**src/core/link_regs_map.vh**
```
// Register offsets, field positions, reset values and timing counts
// for the port link control / link status register block.
// Assumes a 40 MHz core clock and 16-bit register words.
`ifndef LINK_REGS_MAP_VH
`define LINK_REGS_MAP_VH

// ----------------------------------------------------------------
// Offsets (byte addresses of the configuration space)
// ----------------------------------------------------------------
`define LR_ADDR_W 12
`define LR_OFS_CTL 12'h050
`define LR_OFS_STS 12'h052

// ----------------------------------------------------------------
// Control register fields
// ----------------------------------------------------------------
`define LR_CTL_RETRAIN 5
`define LR_CTL_EXTENDED_SYNC 7
`define LR_CTL_CLKPM 8
`define LR_CTL_HW_AUTO_WIDTH_DISABLE 9
`define LR_CTL_BWM_IE 10
`define LR_CTL_ABW_IE 11

// ----------------------------------------------------------------
// Status register fields
// ----------------------------------------------------------------
`define LR_STS_SPEED_LO 0
`define LR_STS_WIDTH_LO 4
`define LR_STS_TRAINING_ERROR 10
`define LR_STS_TRAIN 11
`define LR_STS_SCLK 12
`define LR_STS_DLLA 13
`define LR_STS_BWM 14
`define LR_STS_ABW 15

// ----------------------------------------------------------------
// Reset values and encodings
// ----------------------------------------------------------------
`define LR_SPEED_RST 4'h1
`define LR_SPEED_GEN1 4'h1
`define LR_SPEED_GEN2 4'h2
`define LR_W_X1 6'h01
`define LR_W_X2 6'h02
`define LR_W_X4 6'h04
`define LR_W_X8 6'h08
`define LR_W_X12 6'h0c
`define LR_W_X16 6'h10
`define LR_W_X32 6'h20

// ----------------------------------------------------------------
// Timing: upstream retrain delay and slot clock seeding wait
// ----------------------------------------------------------------
`define LR_CLK_HZ 40000000
`define LR_RETRAIN_DELAY_US 1000
`define LR_RETRAIN_DELAY_CYC ((`LR_CLK_HZ / 1000000) * `LR_RETRAIN_DELAY_US)
`define LR_SEED_WAIT 3'h4

`endif

```
**src/core/link_ctl_status_regs.v**
```verilog
// Link control (upper bits) and link status registers of one switch
// port. Assumes the LTSSM and data link layer run on clk, and that the
// two common-clock pins are asynchronous to clk.
`timescale 1ns/100ps
`include "link_regs_map.vh"

// How it works
// - Extended sync bit drives extra ordered sets on L0s exit and Recovery.
// - Clock power management enable reads zero, writes ignored.
// - Autonomous width disable reads zero; no autonomous width change exists.
// - Width reconfiguration requests pass regardless of the width disable bit.
// - Bandwidth management interrupt fires when its flag sets while enabled.
// - Autonomous bandwidth interrupt fires when its flag sets while enabled.
// - Both enables hardwired zero on upstream port or without notify capability.
// - Current speed bits 3:0, reset 1; 1 is 2.5G, 2 is 5G.
// - Negotiated width bits 9:4 carry the six-bit trained width code.
// - Unsupported max width setting is reported instead of the real width.
// - Supported max width but training failed reads width zero.
// - Training error bit is read-only, reported from the physical layer.
// - Training bit reads one while LTSSM in Configuration or Recovery.
// - Training bit also set after retrain write before training starts.
// - Training bit cleared when LTSSM leaves Configuration or Recovery.
// - Slot clock bit seeded from common-clock pin; EEPROM load overrides.
// - Data link active bit mirrors the data link active state.
// - Data link active never set when its capability bit is clear.
// - Retrain write sends LTSSM to Recovery; bit always reads zero.
// - Bandwidth flag set when software retrain completes without DL_Down.
module link_ctl_status_regs (
    // Clock and reset
    input wire clk,
    input wire arst_n,
    // Register port
    input wire [`LR_ADDR_W-1:0] reg_addr,
    input wire [15:0] reg_wdata,
    input wire reg_wr,
    input wire reg_rd,
    output reg [15:0] reg_rdata,
    // Port configuration
    input wire is_upstream,
    input wire bw_notify_capable,
    input wire dll_active_capable,
    input wire [5:0] max_width_setting,
    // Common-clock pins
    input wire common_clock_up_pin,
    input wire common_clock_down_pin,
    // Serial EEPROM override of the slot clock bit
    input wire eeprom_sclk_wr,
    input wire eeprom_sclk_val,
    // LTSSM and data link layer
    input wire ltssm_in_config,
    input wire ltssm_in_recovery,
    input wire ltssm_l0s_exit,
    input wire [3:0] phy_speed,
    input wire [5:0] phy_width,
    input wire phy_train_fail,
    input wire phy_train_error,
    input wire dl_active_state,
    input wire dl_down,
    input wire width_reconfig_req,
    // Bandwidth status flags from the neighbouring status logic
    input wire bw_mgmt_flag,
    input wire auto_bw_flag,
    // Outputs to the link
    output wire retrain_to_recovery,
    output wire send_extra_sets,
    output wire width_reconfig_go,
    output wire retrain_done_ok,
    output reg bw_mgmt_irq,
    output reg auto_bw_irq
);

    // ----------------------------------------------------------------
    // Declarations
    // ----------------------------------------------------------------
    // Upstream retrain is held off this long; software sees its write
    // complete well before the link reacts
    localparam [31:0] DELAY_CYC = `LR_RETRAIN_DELAY_CYC;
    localparam [2:0] RT_IDLE = 3'b001;
    localparam [2:0] RT_WAIT = 3'b010;
    localparam [2:0] RT_TRAIN = 3'b100;

    reg extended_sync_q;
    reg bwm_ie_q;
    reg abw_ie_q;
    reg sclk_q;
    reg seeded_q;
    reg [2:0] cup_sync_q;
    reg [2:0] cdn_sync_q;
    reg cup_q;
    reg cdn_q;
    reg [2:0] rt_state_q;
    reg [2:0] rt_state_d;
    reg [31:0] dly_q;
    reg pend_q;
    reg down_seen_q;
    reg in_train_q;
    reg bwm_flag_q;
    reg abw_flag_q;
    reg retrain_pulse;
    reg retrain_ok;
    reg [5:0] width_code;
    reg width_supported;

    wire ltssm_training;
    wire ie_allowed;
    wire wr_ctl;
    wire retrain_wr;
    wire training_active;
    wire dll_active;
    wire bwm_ie_rd;
    wire abw_ie_rd;

    assign wr_ctl = reg_wr && (reg_addr == `LR_OFS_CTL);
    assign retrain_wr = wr_ctl && reg_wdata[`LR_CTL_RETRAIN];
    assign ltssm_training = ltssm_in_config || ltssm_in_recovery;

    assign ie_allowed = !is_upstream && bw_notify_capable;

    // Enables read back as zero the moment a strap forbids them,
    // not one cycle later when the stored copy is cleared
    assign bwm_ie_rd = bwm_ie_q && ie_allowed;
    assign abw_ie_rd = abw_ie_q && ie_allowed;

    // ----------------------------------------------------------------
    // Control register
    // ----------------------------------------------------------------
    always @(posedge clk or negedge arst_n) begin
        if (!arst_n) begin
            extended_sync_q <= 1'b0;
            bwm_ie_q <= 1'b0;
            abw_ie_q <= 1'b0;
        end else if (wr_ctl) begin
            extended_sync_q <= reg_wdata[`LR_CTL_EXTENDED_SYNC];
            bwm_ie_q <= reg_wdata[`LR_CTL_BWM_IE] & ie_allowed;
            abw_ie_q <= reg_wdata[`LR_CTL_ABW_IE] & ie_allowed;
        end else if (!ie_allowed) begin
            // Strap changes also force the enables back to zero
            bwm_ie_q <= 1'b0;
            abw_ie_q <= 1'b0;
        end
    end

    assign send_extra_sets = extended_sync_q && (ltssm_l0s_exit || ltssm_in_recovery);

    assign width_reconfig_go = width_reconfig_req;

    // ----------------------------------------------------------------
    // Pin synchronisers and slot clock bit
    // ----------------------------------------------------------------
    always @(posedge clk or negedge arst_n) begin
        if (!arst_n) begin
            cup_sync_q <= 3'b000;
            cdn_sync_q <= 3'b000;
            cup_q <= 1'b0;
            cdn_q <= 1'b0;
        end else begin
            cup_sync_q <= {cup_sync_q[1:0], common_clock_up_pin};
            cdn_sync_q <= {cdn_sync_q[1:0], common_clock_down_pin};
            // Only trust a level once stages two and three agree
            if (cup_sync_q[1] == cup_sync_q[2]) begin
                cup_q <= cup_sync_q[2];
            end
            if (cdn_sync_q[1] == cdn_sync_q[2]) begin
                cdn_q <= cdn_sync_q[2];
            end
        end
    end

    // Seeding waits for the synchronisers to fill after reset release;
    // the agreeing level lands one edge after stage three is loaded
    reg [2:0] settle_q;
    always @(posedge clk or negedge arst_n) begin
        if (!arst_n) begin
            settle_q <= 3'b000;
            seeded_q <= 1'b0;
            sclk_q <= 1'b0;
        end else begin
            if (settle_q != `LR_SEED_WAIT) begin
                settle_q <= settle_q + 3'b001;
            end
            if (eeprom_sclk_wr) begin
                sclk_q <= eeprom_sclk_val;
                seeded_q <= 1'b1;
            end else if (!seeded_q && settle_q == `LR_SEED_WAIT) begin
                sclk_q <= is_upstream ? cup_q : cdn_q;
                seeded_q <= 1'b1;
            end
        end
    end

    // ----------------------------------------------------------------
    // Retrain sequencer
    // ----------------------------------------------------------------
    always @* begin
        rt_state_d = rt_state_q;
        retrain_pulse = 1'b0;
        retrain_ok = 1'b0;
        case (rt_state_q)
            RT_IDLE: begin
                if (retrain_wr && is_upstream) begin
                    rt_state_d = RT_WAIT;
                end else if (retrain_wr) begin
                    retrain_pulse = 1'b1;
                    rt_state_d = RT_TRAIN;
                end
            end
            RT_WAIT: begin
                if (dly_q == DELAY_CYC - 32'd1) begin
                    retrain_pulse = 1'b1;
                    rt_state_d = RT_TRAIN;
                end
            end
            RT_TRAIN: begin
                if (retrain_wr && !is_upstream) begin
                    retrain_pulse = 1'b1;
                end else if (in_train_q && !ltssm_training) begin
                    retrain_ok = !down_seen_q && !dl_down;
                    rt_state_d = RT_IDLE;
                end
            end
            default: begin
                rt_state_d = RT_IDLE;
            end
        endcase
    end

    always @(posedge clk or negedge arst_n) begin
        if (!arst_n) begin
            rt_state_q <= RT_IDLE;
            dly_q <= 32'd0;
            pend_q <= 1'b0;
            down_seen_q <= 1'b0;
            in_train_q <= 1'b0;
        end else begin
            rt_state_q <= rt_state_d;
            dly_q <= (rt_state_q == RT_WAIT) ? dly_q + 32'd1 : 32'd0;
            in_train_q <= ltssm_training;
            if (retrain_wr) begin
                pend_q <= 1'b1;
            end else if (ltssm_training) begin
                pend_q <= 1'b0;
            end
            if (rt_state_q == RT_IDLE) begin
                down_seen_q <= 1'b0;
            end else if (dl_down) begin
                down_seen_q <= 1'b1;
            end
        end
    end

    assign retrain_to_recovery = retrain_pulse;
    assign retrain_done_ok = retrain_ok;

    assign training_active = ltssm_training || pend_q;

    // ----------------------------------------------------------------
    // Interrupts on rising bandwidth flags
    // ----------------------------------------------------------------
    always @(posedge clk or negedge arst_n) begin
        if (!arst_n) begin
            bwm_flag_q <= 1'b0;
            abw_flag_q <= 1'b0;
            bw_mgmt_irq <= 1'b0;
            auto_bw_irq <= 1'b0;
        end else begin
            bwm_flag_q <= bw_mgmt_flag;
            abw_flag_q <= auto_bw_flag;
            bw_mgmt_irq <= bwm_ie_q && bw_mgmt_flag && !bwm_flag_q;
            auto_bw_irq <= abw_ie_q && auto_bw_flag && !abw_flag_q;
        end
    end

    // ----------------------------------------------------------------
    // Width reporting
    // ----------------------------------------------------------------
    always @* begin
        case (max_width_setting)
            `LR_W_X1, `LR_W_X2, `LR_W_X4, `LR_W_X8, `LR_W_X12,
            `LR_W_X16, `LR_W_X32: width_supported = 1'b1;
            default: width_supported = 1'b0;
        endcase
        if (!width_supported) begin
            width_code = max_width_setting;
        end else if (phy_train_fail) begin
            width_code = 6'h00;
        end else begin
            width_code = phy_width;
        end
    end

    assign dll_active = dl_active_state && dll_active_capable;

    // ----------------------------------------------------------------
    // Read port
    // ----------------------------------------------------------------
    always @(posedge clk or negedge arst_n) begin
        if (!arst_n) begin
            reg_rdata <= 16'h0000;
        end else if (reg_rd) begin
            // Unmapped addresses read zero
            reg_rdata <= 16'h0000;
            if (reg_addr == `LR_OFS_CTL) begin
                reg_rdata[`LR_CTL_EXTENDED_SYNC] <= extended_sync_q;
                reg_rdata[`LR_CTL_BWM_IE] <= bwm_ie_rd;
                reg_rdata[`LR_CTL_ABW_IE] <= abw_ie_rd;
            end else if (reg_addr == `LR_OFS_STS) begin
                reg_rdata[`LR_STS_SPEED_LO+3:`LR_STS_SPEED_LO] <= phy_speed;
                reg_rdata[`LR_STS_WIDTH_LO+5:`LR_STS_WIDTH_LO] <= width_code;
                reg_rdata[`LR_STS_TRAINING_ERROR] <= phy_train_error;
                reg_rdata[`LR_STS_TRAIN] <= training_active;
                reg_rdata[`LR_STS_SCLK] <= sclk_q;
                reg_rdata[`LR_STS_DLLA] <= dll_active;
                reg_rdata[`LR_STS_BWM] <= bw_mgmt_flag & ie_allowed;
                reg_rdata[`LR_STS_ABW] <= auto_bw_flag & ie_allowed;
            end
        end
    end

endmodule // link_ctl_status_regs

```
**config.mk**
```make
export PLATFORM = sky130hd
export DESIGN_NAME = link_ctl_status_regs
export DESIGN_NICKNAME = d
export VERILOG_FILES = /design/src/core/link_ctl_status_regs.v
export VERILOG_INCLUDE_DIRS = /design/src /design/src/core
export SDC_FILE = /design/constraint.sdc
export NUM_CORES = 1
export LEC_CHECK = 0
export BUFFER_PORTS_ARGS = -buffer_cell sky130_fd_sc_hd__buf_2
export CORE_ASPECT_RATIO = 0.75
export CORE_MARGIN = 5
export CORE_UTILIZATION = 35
export DETAILED_ROUTE_END_ITERATION = 10
export PLACE_DENSITY = 0.57
export SYNTH_ARGS = -nofsm -noshare
export SYNTH_HDL_FRONTEND = slang
export SYNTH_SLANG_ARGS = --single-unit
```
**constraint.sdc**
```tcl
create_clock -name clk -period 5.35 [get_ports clk]
set_input_delay 0.8025 -clock clk [delete_from_list [all_inputs] [get_ports clk]]
set_output_delay 0.8025 -clock clk [all_outputs]
set_load 0.02 [all_outputs]
```
# [Yosys cells after proc, flatten, opt, wreduce, memory -nomap -nowiden]
# Cells that the tools add are included.
[classes] addsub=2 eq_ne=22 mux=36 bitwise=4 reduce_logical=31
[ops] operator="32-bit by 1-bit adder with 32-bit output, second input constant" n=1
[ops] operator="32-bit by 16-bit == test with 1-bit output, second input constant" n=1
[ops] operator="32-bit 2-to-1 mux" n=1
[ops] operator="12-bit by 7-bit == test with 1-bit output, second input constant" n=2
[ops] operator="1-bit 2-to-1 mux" n=21
[ops] operator="1-bit logical AND" n=16
[ops] operator="16-bit 2-to-1 mux" n=1
[ops] operator="3-bit 2-to-1 mux" n=5
[ops] operator="6-bit by 4-bit == test with 1-bit output, second input constant" n=2
[ops] operator="6-bit 2-to-1 mux" n=2
[ops] operator="3-bit case mux with 3 select lines" n=1
[ops] operator="1-bit logical NOT" n=7
[ops] operator="7-bit 2-to-1 mux" n=1
[ops] operator="7-bit OR reduction" n=1
[ops] operator="3-bit == test, second input constant" n=2
[ops] operator="6-bit by 1-bit == test with 1-bit output, second input constant" n=1
[ops] operator="6-bit by 2-bit == test with 1-bit output, second input constant" n=1
[ops] operator="6-bit by 3-bit == test with 1-bit output, second input constant" n=1
[ops] operator="6-bit by 5-bit == test with 1-bit output, second input constant" n=1
[ops] operator="6-bit == test, second input constant" n=1
[ops] operator="2-bit != test, second input constant" n=3
[ops] operator="3-bit != test, second input constant" n=2
[ops] operator="2-bit nonzero test" n=3
[ops] operator="1-bit bitwise AND" n=4
[ops] operator="other kinds (10)" n=14
[word_totals] regBits=74 inputBits=65 out_inout_bits=22 elab_cells=115

# [Logic depth before layout (Yosys ltp)]
[depth] ltp_word=6 mapped_depth=7 depth_no_buf=6

# [Worst setup path before layout]
# No wires, ideal clock.
[synth_timing] path_kind="input port to output port" startpoint="input reg_addr[0]" endpoint="output retrain_done_ok" arrival_time_ps=2282 required_time_ps=4548 setup_slack_ps=2265 cell_stages=5 path_buffers=1 path_cell_list="or4_1 > clkbuf_1 > nor4_1 > a21o_1 > nor4_1"
[synth_between] elab_chain_cells=6
[synth_rtl] element="start: declaration" line="link_ctl_status_regs.v:33" source="input wire [`LR_ADDR_W-1:0] reg_addr,"
[synth_rtl] element="12-bit by 7-bit == test with 1-bit output (no line)"
[synth_rtl] element="1-bit logical AND" line="link_ctl_status_regs.v:113" source="assign wr_ctl = reg_wr && (reg_addr == `LR_OFS_CTL);"
[synth_rtl] element="1-bit logical AND" line="link_ctl_status_regs.v:114" source="assign retrain_wr = wr_ctl && reg_wdata[`LR_CTL_RETRAIN];"
[synth_rtl] element="1-bit logical AND" line="link_ctl_status_regs.v:214" source="if (retrain_wr && !is_upstream) begin"
[synth_rtl] element="1-bit 2-to-1 mux" line="link_ctl_status_regs.v:214"
[synth_rtl] element="1-bit 2-to-1 mux" line="link_ctl_status_regs.v:198" source="case (rt_state_q)"
[synth_rtl] element="end: declaration" line="link_ctl_status_regs.v:67" source="output wire retrain_done_ok,"
# Every way passes these cells.

# [Worst setup path in the final report]
# Same ends and word-level chain as after synthesis.

==> qor.yml <==
min_period_ns: 3.50
period_share_pct: 65.5
die_x_um: 130
hold_ws_ns: 0.348
ctsResizeCount: 0
critPathKind: "primary input to output pin"
drt_iter0_drc: 255
placed_area_um2: 4200
p_leak_nw: 1.86
holdBufCountCts: 0
core_region_area_um2: 10400
critical_path.endpoint_type: "output pin"
grtUsageTotal_pct: 14.5
regToRegSetupSlack_ns: 3.13
cts_root_buffer: "clkbuf_16"
clock_path_buffers: 2
final-setup-viol-count: 0
final_hold_viol_count: 0
grt_setup_unrepaired: "no"
fp-row-count: 32
met2_length_um: 3940
min_from: "cup_sync_q[0]"
synth-async-reset-ratio_pct: 100
synth_top_area_share_pct: 48.5
fill_cells: 1024
routed.top_layer: "met4"
r2r_cells: 4
first_global_vias: 2993
crit_start: "reg_addr[0]"
skew_ns: 0.0119
synth_largest_area_cell: "dfrtp_1"
antenna_found_initial: 0
reg2reg_to: "dly_q[27]"
drt_pre_antenna_iters: 4
r2r-start: "dly_q[14]"
gp_congestion: 0.781
avgSynthCellArea_um2: 9.71
met1_length_um: 4430
synth_nets: 456
postSynthCellCount: 388
h-tree-depth: 3
sw_frac_of_total_pct: 23.7
num_vias: 3210
ys_types: 61
yosysSeqAreaShare_pct: 49.2
p_seq_share_pct: 47.4
p_int_w: 0.000919
diodes: 0
synth_edf_count: 0
status: "completed"
cts_tree: "done"
dieHeight_um: 99.8
synth.ff_latch_count: 74
yosys_warnings: 0
crit_path_start_kind: "primary input"
power_density_nw_per_um2: 269
mappedNetlistArea_um2: 3770
utilization_pct: 43.0
viasPerCell: 5.44
wirelength_um: 9100
nets: 517
initial_core_util_pct: 36.2
boundaryPins: 87
insertion_delay_ns: 0.34
drv_slew: 0
critPathMaxFanout: 6
fin_area_um2: 4480
numCtsBuffers: 9
setup_tns_ns: 0
whs_path_depth: 0
drc: 0
arrival_ns: 2.70
cts_setup_buffers: 0
routedWlPerCell_um: 15.4
grt_pass1_wl_um: 15000
p_comb_share_pct: 5.6
synth_area_leaders: "dfrtp_1 49%, or4_1 3.4%, o31ai_1 3.2%"
hold_class: "flip-flop to flip-flop"
slew_headroom_pct: 36.8
area_growth_pct: 19.0
clkSinkCount: 74
ant_nets: 0
ir_worst_vdd_mv: 0.126
hold_path_end: "cup_sync_q[1]"
dp_hpwl_um: 6330
power.switching_w: 0.000286
clock_power_share_pct: 47.1
layout-drive-gt1-share_pct: 22.5
portBuffers: 72
tightest_slew_ns: 0.948
crit_required_ns: 4.55
fmax_ghz: 0.285
gr-total-overflow: 0
path_clk_slew_ns: 0.06
grt_max_degree: 75
ys.flop_type: "dfrtp_1"
power.total_w: 0.00120
dr_wl_met3_um: 586
max-cap-violations: 0
die_area_um2: 13000
critical path, cell delays in order:
cell and delay, ns:
buf_2 0.09, or4_1 0.68, nor4_1 0.68, a21o_1 0.24, nor4_1 0.06, buf_2 0.15
final cells by class:
class	instances	area [µm²]	area share [%]
clock inverter	6	41.3	0.922
clock buffer	10	239	5.33
tap	136	170	3.80
multi-input combinational	270	1730	38.6
inverter	21	78.8	1.76
sequential	74	1850	41.4
timing repair buffer	73	370	8.27
Yosys cell counts, drive strengths merged (13+ instances only):
master   n
dfrtp   73
nor2    27
a21oi   23
nand3   23
nand2   22
o21ai   22
inv     21
or4     17
clkbuf  16
o31ai   16
nand4   13
nor4    13
power groups by stage:
stage / clock network (W) / registers [W] / logic, W
3_3_place_gp: 0 / 0.000580 / 0.0000657
2_1_floorplan: 0 / 0.000582 / 0.0000269
3_5_place_dp: 0 / 0.000581 / 0.0000678
6_report: 0.000567 / 0.000570 / 0.0000671
4_1_cts: 0.000581 / 0.000570 / 0.0000681
5_1_grt: 0.000608 / 0.000571 / 0.0000758
per-layer routing:
| metal | global-route usage, % | up-vias |
|---|---|---|
| li1 | - | 1562 |
| met3 | 3.78 | 14 |
| met5 | 0 | - |
| met2 | 21.4 | 90 |
| met4 | 5.03 | 0 |
| met1 | 20.7 | 1544 |
how the worst max path moves through the flow:
| stage | end | slack, ns | cells after the start |
|---|---|---|---|
| floorplan | retrain_done_ok | 2.27 | 5 |
| global placement | retrain_done_ok | 1.88 | 6 |
| detailed placement | retrain_done_ok | 1.86 | 6 |
| CTS | retrain_done_ok | 1.84 | 6 |
| global route | retrain_done_ok | 1.70 | 6 |
| finish | retrain_done_ok | 1.85 | 6 |
layout by cell type, fill, tap and decap left out, types with 3 or more instances in the layout:
cell / n
dfrtp_1: 73
xnor2_1: 6
and3_1: 3
nor2_1: 27
nand2b_1: 7
nand3_1: 22
o31ai_1: 16
o221ai_1: 4
nand3b_1: 3
inv_1: 21
a21o_1: 3
a31oi_1: 3
o2111ai_1: 4
nand4_1: 12
xor2_1: 6
nor4_1: 10
mux2i_1: 3
or4_1: 17
nor2b_1: 6
clkinvlp_4: 3
a21oi_1: 23
o21ai_0: 21
buf_2: 71
ha_1: 3
or3_1: 9
nand2_1: 22
nor3_1: 3
clkbuf_16: 9
through the flow:
stage / std cells / setup WS [ns]
after floorplan: 388 / 2.27
after global placement: 574 / 1.88
after detailed placement: 574 / 1.86
after CTS: 590 / 1.84
after global routing: 590 / 1.70
final: 590 / 1.85
flip-flops by register name, indices dropped and copies added, names as in the netlist:
| register | flops |
|---|---|
| auto_bw_irq | 1 |
| cup_q | 1 |
| bwm_flag_q | 1 |
| bw_mgmt_irq | 1 |
| cdn_sync_q | 3 |
| abw_flag_q | 1 |
| pend_q | 1 |
| rt_state_q | 3 |
| in_train_q | 1 |
| seeded_q | 1 |
| abw_ie_q | 1 |
| cdn_q | 1 |
| sclk_q | 1 |
| down_seen_q | 1 |
| dly_q | 32 |
| extended_sync_q | 1 |
| bwm_ie_q | 1 |
| cup_sync_q | 3 |
| reg_rdata | 16 |
| settle_q | 3 |
cells by family after synthesis:
group	count (synthesis)	share of synthesized area, %
mux	4	1.10
compound gates	91	16.0
simple gates	158	24.5
fa+ha+maj	5	1.53
flops	74	49.2
xor+xnor	12	2.79
buf+inv	44	4.92
(Power assumes the default switching activity.)
